<file path="src/fpes_defines.svh">
/*
  Constants for the protection-bit erase, status and identity-read block:
  register addresses, field positions, reset values, command codes, timings.
  Assumes a 20 MHz system clock and an APB bus with 32-bit data.
*/
`ifndef FPES_DEFINES_SVH
`define FPES_DEFINES_SVH

// register byte addresses
`define FPES_SEC_ADDR        32'h4004_0500
`define FPES_STAT_ADDR       32'h4004_0520
`define FPES_FLASH_HI        16'h0000

// field positions and widths
`define FPES_RDY_BIT         0
`define FPES_SEC_BIT         0
`define FPES_PROT_LSB        16
`define FPES_BLOCKS          6
`define FPES_ID_HI           15
`define FPES_ID_LO           14
`define FPES_CMD_HI          15
`define FPES_CMD_LO          8

// reset values
`define FPES_RDY_RST         1'b1
`define FPES_SEC_RST         1'b1
`define FPES_PROT_RST        6'h00

// command address bytes and data codes
`define FPES_A_54            8'h54
`define FPES_A_AA            8'haa
`define FPES_D_AA            8'haa
`define FPES_D_55            8'h55
`define FPES_D_RST           8'hf0
`define FPES_D_ID            8'h90
`define FPES_D_PBE           8'h6a

// timing
`define FPES_CLK_MHZ         20
`define FPES_READ_WAIT_US    2000
`define FPES_ARRAY_ERASE_US  100
`define FPES_PROT_ERASE_US   20
`define FPES_READ_WAIT_CYC   (`FPES_READ_WAIT_US * `FPES_CLK_MHZ)
`define FPES_ARRAY_ERASE_CYC (`FPES_ARRAY_ERASE_US * `FPES_CLK_MHZ)
`define FPES_PROT_ERASE_CYC  (`FPES_PROT_ERASE_US * `FPES_CLK_MHZ)

`endif

</file>
<file path="src/fpes_pkg.sv">
/*
  Types for the protection-bit erase block: decoder and operation states.
  Assumes nothing of its surroundings.
*/
package fpes_pkg;

  typedef enum logic [2:0] {
    DEC_C1,
    DEC_C2,
    DEC_C3,
    DEC_C4,
    DEC_C5,
    DEC_C6,
    DEC_C7
  } fpes_dec_t;

  typedef enum logic [1:0] {
    OP_IDLE,
    OP_ARRAY,
    OP_PROT,
    OP_FAIL
  } fpes_op_t;

endpackage

</file>
<file path="src/fpes_cmd_if.sv">
/*
  Carrier between the operation logic and the command decoder.
  Assumes both ends share ref_clk.
*/
`timescale 1ns/10ps
interface fpes_cmd_if;
  logic        wr_valid;
  logic [15:0] wr_addr;
  logic [7:0]  wr_data;
  logic        busy;
  logic        id_mode;
  logic        rd_reset;
  logic        id_enter;
  logic        id_select;
  logic        pberase_go;

  modport ctl (output wr_valid, wr_addr, wr_data, busy, id_mode,
               input rd_reset, id_enter, id_select, pberase_go);
  modport dec (input wr_valid, wr_addr, wr_data, busy, id_mode,
               output rd_reset, id_enter, id_select, pberase_go);
endinterface

</file>
<file path="src/fpes_cmd_dec.sv">
/*
  Command-cycle decoder: walks the bus write cycles of read/reset,
  identity read and protection-bit erase, and pulses one result each.
  Assumes one write strobe per completed bus write, never back to back.
*/
`timescale 1ns/10ps
`include "fpes_defines.svh"
module fpes_cmd_dec (
  // clock and reset
  input  wire logic    ref_clk,
  input  wire logic    rst,
  // link to the operation logic
  fpes_cmd_if.dec      cmd
);

  fpes_pkg::fpes_dec_t step_q;
  logic [7:0]          ahi;
  logic [7:0]          dat;

  assign ahi = cmd.wr_addr[`FPES_CMD_HI:`FPES_CMD_LO];
  assign dat = cmd.wr_data;

  always_ff @(posedge ref_clk or posedge rst)
  begin
    if (rst)
    begin
      step_q         <= fpes_pkg::DEC_C1;
      cmd.rd_reset   <= 1'b0;
      cmd.id_enter   <= 1'b0;
      cmd.id_select  <= 1'b0;
      cmd.pberase_go <= 1'b0;
    end
    else
    begin
      cmd.rd_reset   <= 1'b0;
      cmd.id_enter   <= 1'b0;
      cmd.id_select  <= 1'b0;
      cmd.pberase_go <= 1'b0;
      if (cmd.busy)
      begin
        step_q <= fpes_pkg::DEC_C1;
      end
      else if (cmd.wr_valid)
      begin
        step_q <= fpes_pkg::DEC_C1;
        case (step_q)
          fpes_pkg::DEC_C1:
          begin
            if (dat == `FPES_D_RST)
              cmd.rd_reset <= 1'b1;
            else if (ahi == `FPES_A_54 && dat == `FPES_D_AA)
              step_q <= fpes_pkg::DEC_C2;
            else if (cmd.id_mode)
              cmd.id_select <= 1'b1;
          end
          fpes_pkg::DEC_C2:
            if (ahi == `FPES_A_AA && dat == `FPES_D_55)
              step_q <= fpes_pkg::DEC_C3;
          fpes_pkg::DEC_C3:
          begin
            if (ahi == `FPES_A_54 && dat == `FPES_D_RST)
              cmd.rd_reset <= 1'b1;
            else if (ahi == `FPES_A_54 && dat == `FPES_D_ID)
              cmd.id_enter <= 1'b1;
            else if (ahi == `FPES_A_54 && dat == `FPES_D_PBE)
              step_q <= fpes_pkg::DEC_C4;
          end
          fpes_pkg::DEC_C4:
            if (ahi == `FPES_A_54 && dat == `FPES_D_AA)
              step_q <= fpes_pkg::DEC_C5;
          fpes_pkg::DEC_C5:
            if (ahi == `FPES_A_AA && dat == `FPES_D_55)
              step_q <= fpes_pkg::DEC_C6;
          fpes_pkg::DEC_C6:
            if (ahi == `FPES_A_54 && dat == `FPES_D_PBE)
              step_q <= fpes_pkg::DEC_C7;
          fpes_pkg::DEC_C7:
            if (dat == `FPES_D_PBE)
              cmd.pberase_go <= 1'b1;
          default:
            step_q <= fpes_pkg::DEC_C1;
        endcase
      end
    end
  end

endmodule

</file>
<file path="src/fpes_top.sv">
/*
  Protection-bit erase, status and identity-read block of a flash sequencer,
  with its status and security registers and a small flip-flop data array,
  reached over APB.
  Assumes APB master on ref_clk, rst as hardware reset, por as power-on reset.
*/
// The APB slave port was decided locally.
// Function
// - all blocks protected and security enabled: erase whole array, then protection bits.
// - after whole-array path, status register reads only ready set.
// - otherwise erase clears protection flags; they read zero afterwards.
// - new command writes ignored while erase runs; only hardware reset stops.
// - normal completion returns to array read mode.
// - no internal verify; software reads back array.
// - ready flag bit 0 low while running, high when done; resets high.
// - failed operation keeps ready flag low until hardware reset.
// - status bits 21:16 show block 0..5 protection; protected refuses writes.
// - stuck state recovered by reset; array reads wait about 2 ms.
// - identity mode reads return id data chosen by address bits 15:14 of the last fourth-cycle write.
// - identity mode holds, accepting fourth-cycle writes, until read/reset or erase start.
// - security enable bit resets to one, only by power-on reset.
`timescale 1ns/10ps
`include "fpes_defines.svh"
module fpes_top #(
  parameter int unsigned ARRAY_WORDS     = 16,
  parameter int unsigned READ_WAIT_CYC   = `FPES_READ_WAIT_CYC,
  parameter int unsigned ARRAY_ERASE_CYC = `FPES_ARRAY_ERASE_CYC,
  parameter int unsigned PROT_ERASE_CYC  = `FPES_PROT_ERASE_CYC,
  // stored protection pattern loaded at power-on
  parameter logic [`FPES_BLOCKS-1:0] PROT_INIT = `FPES_PROT_RST,
  parameter logic [31:0] ID_CODE0        = 32'h0000_0011, // arbitrary
  parameter logic [31:0] ID_CODE1        = 32'h0000_0022, // arbitrary
  parameter logic [31:0] ID_CODE2        = 32'h0000_0033, // arbitrary
  parameter logic [31:0] ID_CODE3        = 32'h0000_0044  // arbitrary
) (
  // clock and resets
  input  wire logic        ref_clk,
  input  wire logic        rst,
  input  wire logic        por,
  // apb slave
  input  wire logic        psel,
  input  wire logic        penable,
  input  wire logic        pwrite,
  input  wire logic [31:0] paddr,
  input  wire logic [31:0] pwdata,
  output logic      [31:0] prdata,
  output logic             pready,
  output logic             pslverr,
  // erase fault from the array
  input  wire logic        op_fault,
  // status
  output logic             ready_flag
);

  localparam int IW = (ARRAY_WORDS > 1) ? $clog2(ARRAY_WORDS) : 1;

  // parameter checks (ids are arbitrary values)
  if (ARRAY_WORDS < 2 || ARRAY_WORDS > 16384 || (ARRAY_WORDS & (ARRAY_WORDS - 1)) != 0)
  begin : g_bad_words
    $error("ARRAY_WORDS must be a power of two from 2 to 16384");
  end
  if (READ_WAIT_CYC < 1 || ARRAY_ERASE_CYC < 1 || PROT_ERASE_CYC < 1)
  begin : g_bad_cyc
    $error("cycle counts must be at least one");
  end

  // hardware or power-on reset
  logic rst_any;
  assign rst_any = rst | por;

  fpes_cmd_if cmd ();

  fpes_cmd_dec u_dec (
    .ref_clk (ref_clk),
    .rst     (rst_any),
    .cmd     (cmd)
  );

  logic [1:0]               cmd_sel_q;
  fpes_pkg::fpes_op_t       op_q;
  logic [31:0]              tmr_q;
  logic [31:0]              wait_q;
  logic                     avail_q;
  logic                     id_mode_q;
  logic [1:0]               id_sel_q;
  logic                     sec_q;
  logic [`FPES_BLOCKS-1:0]  prot_q;
  logic [31:0]              mem_q [ARRAY_WORDS];
  logic                     acc;
  logic                     hit_sec;
  logic                     hit_stat;
  logic                     hit_fl;
  logic                     fl_wr;
  logic                     fl_rd_ok;
  logic                     done;
  logic [IW-1:0]            idx;
  logic [31:0]              stat_word;
  logic [31:0]              id_word;

  assign acc       = psel & penable;
  assign hit_sec   = paddr == `FPES_SEC_ADDR;
  assign hit_stat  = paddr == `FPES_STAT_ADDR;
  assign hit_fl    = paddr[31:16] == `FPES_FLASH_HI;
  assign idx       = paddr[IW+1:2];
  assign fl_wr     = acc & pready & pwrite & hit_fl;
  assign fl_rd_ok  = avail_q & (op_q == fpes_pkg::OP_IDLE);
  assign done      = tmr_q == 32'd0;

  // status word: reserved bits zero
  always_comb
  begin
    stat_word = 32'h0000_0000;
    stat_word[`FPES_RDY_BIT] = ready_flag;
    stat_word[`FPES_PROT_LSB +: `FPES_BLOCKS] = prot_q;
  end

  always_comb
  begin
    case (id_sel_q)
      2'h0:    id_word = ID_CODE0;
      2'h1:    id_word = ID_CODE1;
      2'h2:    id_word = ID_CODE2;
      default: id_word = ID_CODE3;
    endcase
  end

  // command write path into the decoder
  assign cmd.wr_valid = fl_wr;
  assign cmd.wr_addr  = paddr[15:0];
  assign cmd.wr_data  = pwdata[7:0];
  assign cmd.busy     = op_q != fpes_pkg::OP_IDLE;
  assign cmd.id_mode  = id_mode_q;

  // apb answer: registered, one wait state; array reads while idle are held until read availability
  always_ff @(posedge ref_clk or posedge rst_any)
  begin
    if (rst_any)
    begin
      pready  <= 1'b0;
      pslverr <= 1'b0;
      prdata  <= 32'h0000_0000;
    end
    else
    begin
      pready  <= 1'b0;
      pslverr <= 1'b0;
      if (psel & penable & ~pready)
      begin
        if (hit_sec)
        begin
          pready <= 1'b1;
          prdata <= {31'h0000_0000, sec_q};
        end
        else if (hit_stat)
        begin
          pready <= 1'b1;
          prdata <= stat_word;
        end
        else if (hit_fl & pwrite)
        begin
          pready <= 1'b1;
          prdata <= 32'h0000_0000;
        end
        else if (hit_fl & fl_rd_ok)
        begin
          pready <= 1'b1;
          prdata <= id_mode_q ? id_word : mem_q[idx];
        end
        else if (hit_fl & cmd.busy)
        begin
          pready <= 1'b1;
          prdata <= 32'h0000_0000;
        end
        else if (~hit_fl)
        begin
          pready  <= 1'b1;
          pslverr <= 1'b1;
          prdata  <= 32'h0000_0000;
        end
      end
    end
  end

  // security enable: power-on reset only
  always_ff @(posedge ref_clk or posedge por)
  begin
    if (por)
      sec_q <= `FPES_SEC_RST;
    else if (acc & pready & pwrite & hit_sec)
      sec_q <= pwdata[`FPES_SEC_BIT];
  end

  // array read availability after reset
  always_ff @(posedge ref_clk or posedge rst_any)
  begin
    if (rst_any)
    begin
      wait_q  <= 32'd0;
      avail_q <= 1'b0;
    end
    else if (~avail_q)
    begin
      wait_q <= wait_q + 32'd1;
      if (wait_q == READ_WAIT_CYC - 1)
        avail_q <= 1'b1;
    end
  end

  // operation sequencer
  always_ff @(posedge ref_clk or posedge rst_any)
  begin
    if (rst_any)
    begin
      op_q       <= fpes_pkg::OP_IDLE;
      tmr_q      <= 32'd0;
      ready_flag <= `FPES_RDY_RST;
    end
    else
    begin
      if (tmr_q != 32'd0)
        tmr_q <= tmr_q - 32'd1;
      case (op_q)
        fpes_pkg::OP_IDLE:
          if (cmd.pberase_go)
          begin
            ready_flag <= 1'b0;
            if (sec_q && (&prot_q))
            begin
              op_q  <= fpes_pkg::OP_ARRAY;
              tmr_q <= ARRAY_ERASE_CYC - 1;
            end
            else
            begin
              op_q  <= fpes_pkg::OP_PROT;
              tmr_q <= PROT_ERASE_CYC - 1;
            end
          end
        fpes_pkg::OP_ARRAY:
          if (op_fault)
            op_q <= fpes_pkg::OP_FAIL;
          else if (done)
          begin
            op_q  <= fpes_pkg::OP_PROT;
            tmr_q <= PROT_ERASE_CYC - 1;
          end
        fpes_pkg::OP_PROT:
          if (op_fault)
            op_q <= fpes_pkg::OP_FAIL;
          else if (done)
          begin
            op_q       <= fpes_pkg::OP_IDLE;
            ready_flag <= 1'b1;
          end
        fpes_pkg::OP_FAIL:
          ready_flag <= 1'b0;
        default:
          op_q <= fpes_pkg::OP_IDLE;
      endcase
    end
  end

  // protection flags: nonvolatile, cleared at end of the erase
  always_ff @(posedge ref_clk or posedge por)
  begin
    if (por)
      prot_q <= PROT_INIT;
    else if (op_q == fpes_pkg::OP_PROT && done && ~op_fault)
      prot_q <= '0;
  end

  // data array: erased whole before the protection bits, no verify
  always_ff @(posedge ref_clk or posedge por)
  begin
    if (por)
    begin
      for (int i = 0; i < ARRAY_WORDS; i++)
        mem_q[i] <= 32'h0000_0000;
    end
    else if (op_q == fpes_pkg::OP_ARRAY && done && ~op_fault)
    begin
      for (int i = 0; i < ARRAY_WORDS; i++)
        mem_q[i] <= 32'hffff_ffff;
    end
  end

  // selector bits of each command write, kept for the decoder's late pulse
  always_ff @(posedge ref_clk or posedge rst_any)
  begin
    if (rst_any)
      cmd_sel_q <= 2'h0;
    else if (fl_wr)
      cmd_sel_q <= paddr[`FPES_ID_HI:`FPES_ID_LO];
  end

  // identity mode and its selector
  always_ff @(posedge ref_clk or posedge rst_any)
  begin
    if (rst_any)
    begin
      id_mode_q <= 1'b0;
      id_sel_q  <= 2'h0;
    end
    else if (cmd.rd_reset || cmd.pberase_go)
      id_mode_q <= 1'b0;
    else if (cmd.id_enter)
    begin
      id_mode_q <= 1'b1;
      id_sel_q  <= 2'h0;
    end
    else if (cmd.id_select)
      id_sel_q <= cmd_sel_q;
  end

endmodule

</file>
<file path="config.mk">
export PLATFORM = sky130hd
export DESIGN_NAME = fpes_top
export DESIGN_NICKNAME = d
export VERILOG_FILES = /design/src/fpes_pkg.sv /design/src/fpes_cmd_if.sv /design/src/fpes_cmd_dec.sv /design/src/fpes_top.sv
export VERILOG_INCLUDE_DIRS = /design/src /design/src/src
export SDC_FILE = /design/constraint.sdc
export NUM_CORES = 1
export LEC_CHECK = 0
export ABC_AREA = 1
export ABC_CLOCK_PERIOD_IN_PS = 5400
export BUFFER_PORTS_ARGS = -buffer_cell sky130_fd_sc_hd__buf_2
export CORE_MARGIN = 10
export CORE_UTILIZATION = 52
export DETAILED_ROUTE_END_ITERATION = 12
export PLACE_DENSITY = 0.88
export SLEW_MARGIN = 20
export SYNTH_ARGS = -nofsm -noshare
export SYNTH_HDL_FRONTEND = slang
export SYNTH_HIERARCHICAL = 1
export SYNTH_SLANG_ARGS = --single-unit
</file>
<file path="constraint.sdc">
create_clock -name ref_clk -period 5.4 [get_ports ref_clk]
set_input_delay 0.54 -clock ref_clk [delete_from_list [all_inputs] [get_ports ref_clk]]
set_output_delay 0.54 -clock ref_clk [all_outputs]
set_load 0.02 [all_outputs]
</file>
Word level (Yosys, flattened, before mapping)
Index checks and enable logic that the tools add are counted.
W data, S select, Z words.

cells by class
  $lt $le $gt $ge = 1
  equal/unequal tests = 27
  reduce and logical (&&, ||, !) cells = 24
  muxes and demuxes = 77
  add/subtract/negate cells = 2
  bitwise operators = 15

operators with widths
  operator                 number
  $mux W32                 13
  $bmux W32 S4             1
  $eq A32 B31 Y1 const B   2
  $pmux W32 S2             1
  $mux W1                  40
  $add A32 B1 Y32 const B  1
  $eq A32 B16 Y1 const B   1
  $eq A8 B8 Y1 const B     4
  $logic_not A32 Y1        1
  $reduce_bool A32 Y1      1
  $sub A32 B1 Y32 const B  1
  $eq A8 B7 Y1 const B     3
  $mux W3                  8
  $pmux W7 S3              1
  $mux W2                  9
  $pmux W3 S6              1
  $logic_not A16 Y1        1
  $and A1 B1 Y1            10
  $eq A3 B3 Y1 const B     3
  $reduce_and A4 Y1        2
  $reduce_bool A2 Y1       4
  $logic_and A1 B1 Y1      7
  $eq A2 B2 Y1 const B     3
  $eq A3 B2 Y1 const B     2
  other kinds (18)         26

word-level totals
  input bits = 71
  output and inout port bits = 35
  logic and storage cells = 164
  register bits = 116

Longest topological paths before layout
Gate-level depths: netlist (run 1).

  word-level depth = 9
  mapped depth = 12
  depth with buffers taken out = 12

Modules after synthesis
The synthesis (run 1) kept the hierarchy.

modules (own cells, without submodules)
  module        area an instance (um^2)  cells an instance  instances  sequential area each (um^2)
  fpes_top      5662.9                   830                1          2054.5
  fpes_cmd_dec  674.4                    116                1          175.2

Worst setup path after synthesis (run 1)
Ideal clock, no wire load.

  path kind = input to register
  start = input port paddr[21]
  end = register u_dec.cmd.pberase_go
  buffers on the path = 0
  stages = 9
  setup time = 0.101 ns
  required time = 5.299 ns
  setup slack = 3.569 ns
  data arrival time = 1.730 ns
  cell sequence = nor2_1 nand2_1 nor2_2 nand2_1 nor4_4 inv_1 nor2_2 nand2_1 nor4_1

on the way
  longest elaborated chain between the ends = 4

RTL lines
  item                                line                text
  start, declared                     fpes_top.sv:44      input wire logic [31:0] paddr,
  $logic_not A16 Y1 (no source line)  --
  $and A1 B1 Y1                       fpes_top.sv:105     assign fl_wr = acc & pready & pwrite & hit_fl;
  named net cmd.wr_valid              fpes_cmd_if.sv:7    logic wr_valid;
  $mux W1                             fpes_cmd_dec.sv:43  else if (cmd.wr_valid)
  $mux W1                             fpes_cmd_dec.sv:39  if (cmd.busy)
  end signal, assigned                fpes_cmd_dec.sv:31  cmd.pberase_go <= 1'b0;
  end signal, assigned                fpes_cmd_dec.sv:38  cmd.pberase_go <= 1'b0;
  end signal, assigned                fpes_cmd_dec.sv:79  cmd.pberase_go <= 1'b1;
  end, declared                       fpes_cmd_if.sv:20   output rd_reset, id_enter, id_select, pberase_go);

The timed path passes the listed nets, and every way through them passes these cells.
A chain may end at the register's enable or synchronous reset.

Worst setup path in the final report (run 1)
  start = register tmr_q[0]
  end = register tmr_q[12]

on the way
  longest elaborated chain between the ends = 5
  elaborated cells on any way between the ends = 8
  classes of those cells = add/sub: 1; mux: 5; reduce/logical: 2

RTL lines
  item                                                           line                              text
  start, declared                                                fpes_top.sv:81                    logic [31:0] tmr_q;
  start signal, assigned                                         fpes_top.sv:221                   tmr_q <= tmr_q - 32'd1;
  start signal, assigned                                         fpes_top.sv:230                   tmr_q <= ARRAY_ERASE_CYC - 1;
  start signal, assigned                                         fpes_top.sv:235                   tmr_q <= PROT_ERASE_CYC - 1;
  $sub A32 B1 Y32 / $reduce_bool A32 Y1 (equally long branches)  fpes_top.sv:221, fpes_top.sv:220
  $mux W32                                                       fpes_top.sv:220                   if (tmr_q != 32'd0)
  $mux W32                                                       fpes_top.sv:241                   else if (done)
  $mux W32                                                       fpes_top.sv:239                   if (op_fault)
  $pmux W32 S2 *                                                 fpes_top.sv:222                   case (op_q)

Every way passes the cells marked *; elsewhere a longest branch is shown, timed or not.

==> flow_metrics.tcl, run 1 <==
set metrics [dict create \
    ff2ff_path_depth 9 \
    port_buffers 81 \
    cellPowerDensity_nw_per_um2 192 \
    drt_wl_total_um 14700 \
    place_congestion 0.941 \
    finalNonFillerCells 1158 \
    worst_pin_slew_ns 0.757 \
    numCtsBuffers 9 \
    hpwl_um 11500 \
    drtIter0Drc 400 \
    die_h_um 130 \
    grt_max_degree 60 \
    clkSlewWorstSetupHoldPaths_ns 0.07 \
    synth_edf_count 0 \
    reg2reg_slack_ns 3.25 \
    fill_cells 1093 \
    dieArea_um2 17000 \
    synth_area_um2 6340 \
    synthCells 946 \
    cp-end-kind "flip-flop" \
    drtAntennaViolNets 0 \
    route.detailed.drc 0 \
    dp_cells 1142 \
    syn_area_per_cell_um2 6.70 \
    grt_pass1_wl_um 24800 \
    fin_nets 1088 \
    rsz0062_at_grt "false" \
    cts_hold_repair.buffers 0 \
    cts-root-buf "clkbuf_16" \
    h-tree-depth 3 \
    synth_mux_area_share_pct 0 \
    async_flop_share_pct 100 \
    yosys.area_share.simple_pct 44.4 \
    start_kind "flip-flop" \
    rows 40 \
    cp_max_fo 21 \
    synth_top_family_by_area "simple AND/OR/NAND/NOR gates" \
    path_class "flip-flop to flip-flop" \
    synth_compound_area_share_pct 3.99 \
    die-width_um 130 \
    finalCritPeriodShare_pct 39.9 \
    setup_viol 0 \
    grt_pass1_vias 5561 \
    maxSlewViolCount 0 \
    drtPass1Iterations 5 \
    r2r_start "tmr_q[0]" \
    grt_overflow 0 \
    stdcell_area_um2 6970 \
    cts.sinks 89 \
    hold_path.class "primary input to async pin" \
    multiInputGateArea_um2 3380 \
    viasPerCell 5.15 \
    grt_usage_pct 17.9 \
    synth_fa_ha_area_share_pct 2.17 \
    route.vias.total 5969 \
    drive_gt1_share_pct 16.0 \
    outcome "finished clean" \
    r2r-end "tmr_q[12]" \
    ir_drop_v 0.000151 \
    skew_ns 0.00982 \
    ys_types 41 \
    cap_violations 0 \
    layout_min_cycle_time_ns 2.15 \
    core_um2 12000 \
    hold_viol 0 \
    regArea_um2 2230 \
    cts_buffer_depth 2 \
    required_ns 5.62 \
    start_util_pct 53.0 \
    ys.flop_type "dfrtp_1" \
    ys.warnings.count 6 \
    cp.arrival_ns 2.37 \
    cts_tree "built" \
    pre_cts_slack_ns 3.17 \
    setup_ws_ns 3.25 \
    grt_antenna_before_repair 0 \
    leakagePower_nw 3.52 \
    syn_nets 1028 \
    max_freq_mhz 464 \
    relSlewSlack_pct 49.5 \
    place_area_um2 6690 \
    ys_seq_elements 89 \
    cts_setup_buffers 0 \
    io_pins 106 \
    synth-seq-area-share_pct 35.2 \
    post_cts_resized 0 \
    diodes 0 \
    setup_tns_ns 0 \
    syn_to_final_growth_pct 9.97 \
    synth_xor_area_share_pct 2.63 \
    routedWlPerCell_um 12.7 \
    clock_latency_ns 0.36 \
]
==> cell usage after synthesis (2+ instances only) <==
| master | number | share of area, % |
|---|---|---|
| nand2_1 | 272 | 16 |
| nor2_1 | 165 | 9.8 |
| inv_1 | 119 | 7.0 |
| dfrtp_1 | 87 | 34 |
| nand3_1 | 80 | 6.3 |
| buf_4 | 27 | 3.2 |
| nor3_1 | 20 | 1.6 |
| nor2_2 | 19 | 1.9 |
| o21ai_0 | 18 | 1.4 |
| nand4_1 | 17 | 1.7 |
| xor2_1 | 13 | 1.8 |
| nand2_2 | 12 | 1.2 |
| ha_1 | 11 | 2.2 |
| nor2_4 | 10 | 1.8 |
| nand3b_1 | 8 | 0.95 |
| inv_2 | 6 | 0.36 |
| xnor2_1 | 6 | 0.83 |
| nor4_1 | 5 | 0.49 |
| o31ai_1 | 5 | 0.59 |
| a21oi_1 | 4 | 0.32 |
| buf_6 | 4 | 0.71 |
| nand3_2 | 4 | 0.63 |
| nor3_2 | 4 | 0.63 |
| o21ai_1 | 4 | 0.32 |
| o21bai_1 | 4 | 0.47 |
| clkinv_1 | 3 | 0.18 |
| and2_1 | 2 | 0.20 |
| clkbuf_1 | 2 | 0.12 |
| dfstp_2 | 2 | 0.83 |
| or2_2 | 2 | 0.20 |
==> area by class of cell <==
| cell class | instances | area share (%) |
|---|---|---|
| Clock buffer | 10 | 3.43 |
| Clock inverter | 6 | 0.628 |
| Inverter | 128 | 6.89 |
| Multi-Input combinational cell | 696 | 48.5 |
| Sequential cell | 89 | 32.0 |
| Tap cell | 147 | 2.64 |
| Timing Repair Buffer | 82 | 5.92 |
==> critical path, cell delays in order, from the launching register on <==
cell	delay (ns)
dfrtp_1	0.42
inv_1	0.14
ha_1	0.19
nand2_1	0.06
nor2_1	0.16
nand2_1	0.09
nor2_2	0.16
nand3_2	0.15
a21oi_4	0.53
nor2_1	0.11
==> how the worst max path moves through the flow <==
stage	startpoint	end	slack (ns)	depth (start not counted)
global placement	paddr[21]	u_dec/cmd.pberase_go	3.20	10
detailed placement	paddr[21]	u_dec/cmd.pberase_go	3.17	10
global route	tmr_q[0]	tmr_q[28]	3.06	9
CTS	tmr_q[0]	tmr_q[30]	3.24	9
floorplan	rst	avail_q	0.16	1
finish	tmr_q[0]	tmr_q[12]	3.25	9
==> kinds of logic (layout without fill, tap and decap cells) <==
logic type	Yosys count	count (layout)
compound gates	41	41
buf+inv	161	226
flops	89	89
simple gates	625	625
xor+xnor	19	19
fa+ha+maj	11	11
==> sequential cells by signal, indices dropped and copies added, names as in the netlist, 2 cells and up <==
register and count:
cmd_sel_q 2, id_sel_q 2, op_q 2, prdata 5
tmr_q 32, u_dec/step_q 3, wait_q 32
==> power by group <==
group	switching, mW	total, mW	internal, mW
logic	0.0404	0.0617	0.0213
registers	0.000528	0.668	0.667
clock network	0.282	0.608	0.325
==> layout by cell type, fill, tap and decap left out, types with 2 or more instances in the layout <==
cell type and instances:
xnor2_1 6, xor2_1 13, a21oi_1 4, buf_2 81
nor2_2 19, nand2_1 272, inv_2 6, o31ai_1 5
nand3_1 80, o21ai_0 18, clkinv_4 3, nand2_2 12
nor2_1 164, clkinv_1 3, nor3_1 20, o21ai_1 4
clkbuf_16 9, ha_1 11, or2_2 2, nor3_2 4
inv_1 119, nand3b_1 8, clkinv_2 2, and2_1 2
dfstp_2 2, nand3_2 4, nand4_1 17, nor2_4 11
nor4_1 5, o21bai_1 4, dfrtp_1 87
==> per-stage QoR <==
stage / utilization (%) / hold WS [ns] / total power, mW
floorplan: - / 0.280 / 0.712
global placement: 55.9 / 0.424 / 0.742
detailed placement: 55.9 / 0.428 / 0.743
CTS: 58.3 / 0.0497 / 1.35
global route: 58.3 / 0.0563 / 1.38
finish: 58.3 / 0.0504 / 1.34
==> metal layers <==
layer / vias to the layer above / track usage [%] / share of wire (%)
met5: - / 0 / 0
met4: 0 / 7.52 / 1.9
met3: 19 / 4.19 / 7.4
met2: 206 / 29.1 / 45
met1: 2691 / 22.3 / 46
li1: 3053 / - / -
(Power assumes the default switching activity.)
==> run 2, diff against run 1 <==
Settings changed: ABC_AREA 1 to 0, ABC_CLOCK_PERIOD_IN_PS 5400 to 2200, CORE_UTILIZATION 52 to 55, PLACE_DENSITY 0.88 to 0.9.
Clock period 5.4 ns to 2.2 ns, I/O delays scaled along.
==> run 2 against run 1 <==
Global-route usage increased by 0.30 points. Register-to-register slack got worse by 3.1 ns. Worst hold slack improved by 0.084 ns. Critical path type unchanged. Critical endpoint is now tmr_q[29].
==> flow_metrics.tcl, run 2 <==
set metrics [dict create \
    outcome "finished clean" \
    mostFrequentLayoutCell "dfrtp_1" \
    start_util_pct 57.2 \
    cts_setup_buffers 0 \
    leakagePower_nw 2.70 \
    crit_cells 5 \
    ys.flop_type "dfrtp_1" \
    hold_depth 2 \
    worst_pin_slew_ns 0.558 \
    synthTopCellsByArea "dfrtp_1 43%, xnor2_1 5.9%, buf_4 4.0%" \
    required_ns 2.49 \
    grt_max_degree 67 \
    route.vias.total 4228 \
    crit_buf_inv 0 \
    grt_overflow 0 \
    dp_cells 687 \
    yosys.area.top_type "dfrtp_1" \
    cts-root-buf "clkbuf_8" \
    holdWs_ns 0.134 \
    core_um2 8810 \
    port_buffers 81 \
    maxSlewViolCount 0 \
    routedWlPerCell_um 16.8 \
    skew_ns 0.0156 \
    hpwl_um 8860 \
    cap_violations 0 \
    grt_antenna_before_repair 0 \
    place_congestion 0.887 \
    ys_seq_elements 89 \
    fin_nets 674 \
    final_core_util_pct 65.9 \
    r2r_start "tmr_q[22]" \
    hold_end "cmd_sel_q[1]" \
    setup_tns_ns 0 \
    cp_slowest_cell "or4_4" \
    path_delay_family "simple AND/OR/NAND/NOR gates" \
    ys_types 64 \
    cp-end-kind "flip-flop" \
    synth.top_cells.by_count "87 x dfrtp_1, 45 x nor2_1, 35 x nand2_1" \
    setup_ws_ns 0.128 \
    rows 34 \
    r2r-end "tmr_q[29]" \
    synth_edf_count 0 \
    syn_nets 590 \
    drtIter0Drc 239 \
    crit_path_cell_trace "or4_4 > nor4_4 > o2111ai_2 > or4_1 > a21oi_1" \
    synthCells 508 \
    cp.arrival_ns 2.36 \
    hold_viol 0 \
    setup_viol 0 \
    ir_drop_v 0.000457 \
    clock_latency_ns 0.37 \
    die_h_um 116 \
    start_kind "flip-flop" \
    finalCritPeriodShare_pct 94.2 \
    cp_max_fo 4 \
    yosys.area.top_type_share_pct 43.2 \
    viasPerCell 6.00 \
    die-width_um 116 \
    grt_pass1_wl_um 20000 \
    most-common-layout-cells "87 x dfrtp_1, 81 x buf_2, 44 x nor2_1, 35 x nand2_1, 34 x xnor2_1" \
    syn_area_per_cell_um2 9.91 \
    drt_wl_total_um 11800 \
    pre_cts_slack_ns 0.0189 \
    grt_usage_pct 18.2 \
    relSlewSlack_pct 62.8 \
    finalNonFillerCells 705 \
    max_freq_mhz 483 \
    async_flop_share_pct 100 \
    layout_min_cycle_time_ns 2.07 \
    top_regs "tmr_q (32), wait_q (32), prdata (5)" \
    ys.warnings.count 6 \
    cts_buffer_depth 2 \
    clkSlewWorstSetupHoldPaths_ns 0.10 \
    drtAntennaViolNets 0 \
    syn_to_final_growth_pct 15.2 \
    cts.sinks 89 \
    h-tree-depth 3 \
    hold_path.class "primary input to flip-flop" \
    numCtsBuffers 9 \
    total_power_mw 4.62 \
    reg2reg_slack_ns 0.13 \
    synth.most_common_cell "dfrtp_1" \
    min-delay-start "paddr[15]" \
    ff2ff_path_depth 5 \
    grt_pass1_vias 4262 \
    route.detailed.drc 0 \
    diodes 0 \
    max_stage_delay_ns 0.60 \
    drive_gt1_share_pct 26.0 \
    drtPass1Iterations 5 \
    io_pins 106 \
    cts_tree "built" \
    stdcell_area_um2 5800 \
    path_class "flip-flop to flip-flop" \
    dieArea_um2 13400 \
    cellPowerDensity_nw_per_um2 797 \
    place_area_um2 5570 \
    synth-seq-area-share_pct 44.3 \
    synth_area_um2 5030 \
]
-- run 2: what timing repair did --
| item | CTS | global route |
|---|---|---|
| resized for setup | 0 | 6 |
| hold buffers | 2 | 0 |
| setup endpoints to repair | 0 | 14 |
| hold endpoints to repair | 16 | 0 |
-- run 2: layout make-up --
class,count,area (µm²)
Fill cell,631,3000
Multi-Input combinational cell,359,2500
Sequential cell,89,2230
Timing Repair Buffer,110,657
Tap cell,108,135
Clock buffer,9,124
Inverter,23,86.3
Clock inverter,7,68.8
-- run 2: worst max-delay path by stage --
stage | from | endpoint | slack, ns
3_5_place_dp | paddr[17] | u_dec/cmd.rd_reset | 0.02
2_1_floorplan | paddr[17] | u_dec/cmd.id_enter | 0.06
4_1_cts | tmr_q[1] | tmr_q[27] | 0.02
3_3_place_gp | tmr_q[0] | tmr_q[27] | 0.09
5_1_grt | tmr_q[1] | tmr_q[0] | -0.01
6_report | tmr_q[22] | tmr_q[29] | 0.13
-- run 2: kinds of logic after synthesis --
logic type	Yosys count	synth area share [%]
fa+ha+maj	11	2.73
simple gates	228	27.1
buf+inv	60	6.59
xor+xnor	50	8.70
flops	89	44.3
mux	7	1.52
compound gates	63	9.12
-- run 2: metal layers --
metal	up-vias	track usage [%]	part of all wire, %
li1	1985	-	-
met1	2057	21.5	41
met2	155	31.9	51
met3	31	3.88	5.5
met4	0	6.42	2.1
met5	-	0	0
-- run 2: where the power goes --
| part | total [mW] | leakage [nW] | internal (mW) | switching, mW |
|---|---|---|---|---|
| registers | 1.95 | 1.20 | 1.78 | 0.169 |
| clock network | 1.10 | 0.0997 | 0.444 | 0.658 |
| logic | 1.57 | 1.41 | 0.672 | 0.899 |
| total | 4.62 | 2.70 | 2.90 | 1.73 |
==> run 3, diff against run 2 <==
Settings changed: SETUP_SLACK_MARGIN set to 0.15.
==> run 3 against run 2 <==
Non-clock buffer count up 2. Sequential cell count unchanged. Design area up 3.9%. Maximum frequency about the same. Register-to-register slack about the same. Die area unchanged. Critical path depth up 1. Highest routed layer unchanged. Global-route usage down 0.082 points. Sequential power up 4%. Routed wire length up 9.6%. Worst hold slack better by 0.0078 ns.
==> flow_metrics.tcl, run 3 (same netlist as run 2, synthesis figures left out) <==
set metrics [dict create \
    seq_power_share_pct 41.4 \
    switching_share_pct 39.2 \
    crit_path_cell_trace "nor4_4 > nand4_2 > nor3_4 > buf_6 > nor2_1 > o311ai_1" \
    setup_ws_ns 0.126 \
    die_h_um 116 \
    drtAntennaViolNets 0 \
    switching_power_mw 1.91 \
    final_core_util_pct 68.4 \
    cp-end-kind "flip-flop" \
    path_class "flip-flop to flip-flop" \
    cellPowerDensity_nw_per_um2 808 \
    routedWlPerCell_um 18.4 \
    finalNonFillerCells 707 \
    core_um2 8810 \
    cp.arrival_ns 2.32 \
    cts_tree "built" \
    rsz0062_at_grt "true" \
    hpwl_um 8800 \
    rows 34 \
    setup_viol 0 \
    finalCritPeriodShare_pct 94.3 \
    required_ns 2.45 \
    h-tree-depth 3 \
    maxSlewViolCount 0 \
    dp_cells 682 \
    pre_cts_slack_ns -0.00875 \
    hold_depth 2 \
    fill_cells 587 \
    cp_max_fo 8 \
    intPower_mw 2.96 \
    numCtsBuffers 9 \
    drtIter0Drc 343 \
    grt_max_degree 40 \
    cts.sinks 89 \
    drive_gt1_share_pct 29.5 \
    clock_latency_ns 0.38 \
    max_freq_mhz 482 \
    clkSlewWorstSetupHoldPaths_ns 0.10 \
    syn_to_final_growth_pct 19.7 \
    die-width_um 116 \
    clockPowerShare_pct 22.7 \
    leakagePower_nw 2.76 \
    max_stage_delay_ns 0.44 \
    layout_min_cycle_time_ns 2.07 \
    hold_viol 0 \
    setup_tns_ns 0 \
    route.detailed.drc 0 \
    start_util_pct 57.2 \
    outcome "finished clean" \
    relSlewSlack_pct 54.5 \
    cap_violations 0 \
    viasPerCell 6.16 \
    port_buffers 81 \
    start_kind "flip-flop" \
    diodes 0 \
    cp_slowest_cell "dfrtp_1" \
    grt_overflow 0 \
    grt_usage_pct 18.1 \
    dieArea_um2 13400 \
    grt_pass1_vias 4251 \
    cts_buffer_depth 2 \
    combPwrFrac_pct 35.8 \
    drt_wl_total_um 13000 \
    mostFrequentLayoutCell "dfrtp_1" \
    most-common-layout-cells "85 x dfrtp_1, 81 x buf_2, 43 x nor2_1, 35 x nand2_1, 34 x xnor2_1" \
    grt_pass1_wl_um 19800 \
    place_congestion 0.930 \
    drtPass1Iterations 5 \
    io_pins 106 \
    hold_path.class "primary input to flip-flop" \
    fin_nets 676 \
    route.vias.total 4358 \
    top_regs "tmr_q (32), wait_q (32), prdata (5)" \
    grt_antenna_before_repair 0 \
    cts-root-buf "clkbuf_8" \
    ff2ff_path_depth 6 \
    skew_ns 0.0225 \
    ir_drop_v 0.000534 \
    worst_pin_slew_ns 0.681 \
]
run 3: cell types whose count changed in the layout (fill, tap and decap cells not counted), sizes merged:
| cell | previous run | this run |
|---|---|---|
| clkinv | 3 | 1 |
| clkinvlp | 0 | 2 |
| buf | 108 | 110 |
run 3: final cells by class:
cell class,count,area [µm²],area share [%]
Sequential cell,89,2230,37.0
Inverter,23,88.8,1.47
Tap cell,108,135,2.24
Clock inverter,7,71.3,1.18
Clock buffer,9,124,2.06
Timing Repair Buffer,112,701,11.6
Multi-Input combinational cell,359,2670,44.4
run 3: worst max-delay path: cells and delay by family (launching register included):
kind                   cells  cell delay, ns
DFF                        1            0.44
buffers and inverters      1            0.17
AOI/OAI and AO/OA          1            0.36
and+or+nand+nor            4            0.98
run 3: path summary, 6_finish.rpt:
kind | to | slack, ns | start
worst max register to register | tmr_q[8] | 0.13 | tmr_q[10]
worst max-delay path | tmr_q[8] | 0.13 | tmr_q[10]
worst min-delay path | cmd_sel_q[1] | 0.14 | paddr[15]
min in group asynchronous | mem_q[0] | 0.29 | por
worst min register to register | wait_q[31] | 0.49 | wait_q[31]
max in group asynchronous | u_dec/cmd.rd_reset | 0.98 | por
run 3: routing by layer:
layer	track usage (%)	part of all wire, %
met3	4.19	7.4
met2	30.9	51
met1	21.3	39
met4	8.26	2.7
met5	0	0
run 3: power groups by stage:
stage	clock network (mW)	logic, mW	registers (mW)
2_1_floorplan	0	0.935	1.97
6_report	1.11	1.75	2.02
3_5_place_dp	0	1.43	2.00
5_1_grt	1.19	1.88	2.04
3_3_place_gp	0	1.35	1.98
4_1_cts	1.13	1.49	1.98
run 3: per-stage QoR:
step | power, mW | hold slack, ns | area, µm²
floorplan | 2.91 | -0.0395 | 5050
CTS | 4.60 | 0.133 | 5820
detailed placement | 3.42 | 0.132 | 5550
global placement | 3.34 | 0.127 | 5550
global route | 5.11 | 0.137 | 6030
finish | 4.87 | 0.142 | 6030
run 3: what timing repair did:
action,4_1_cts,5_1_grt
hold buffers,2,0
setup buffers,3,4
hold endpoints to repair,18,0
resized for setup,6,34
pin swaps,3,11
setup endpoints to repair,38,38
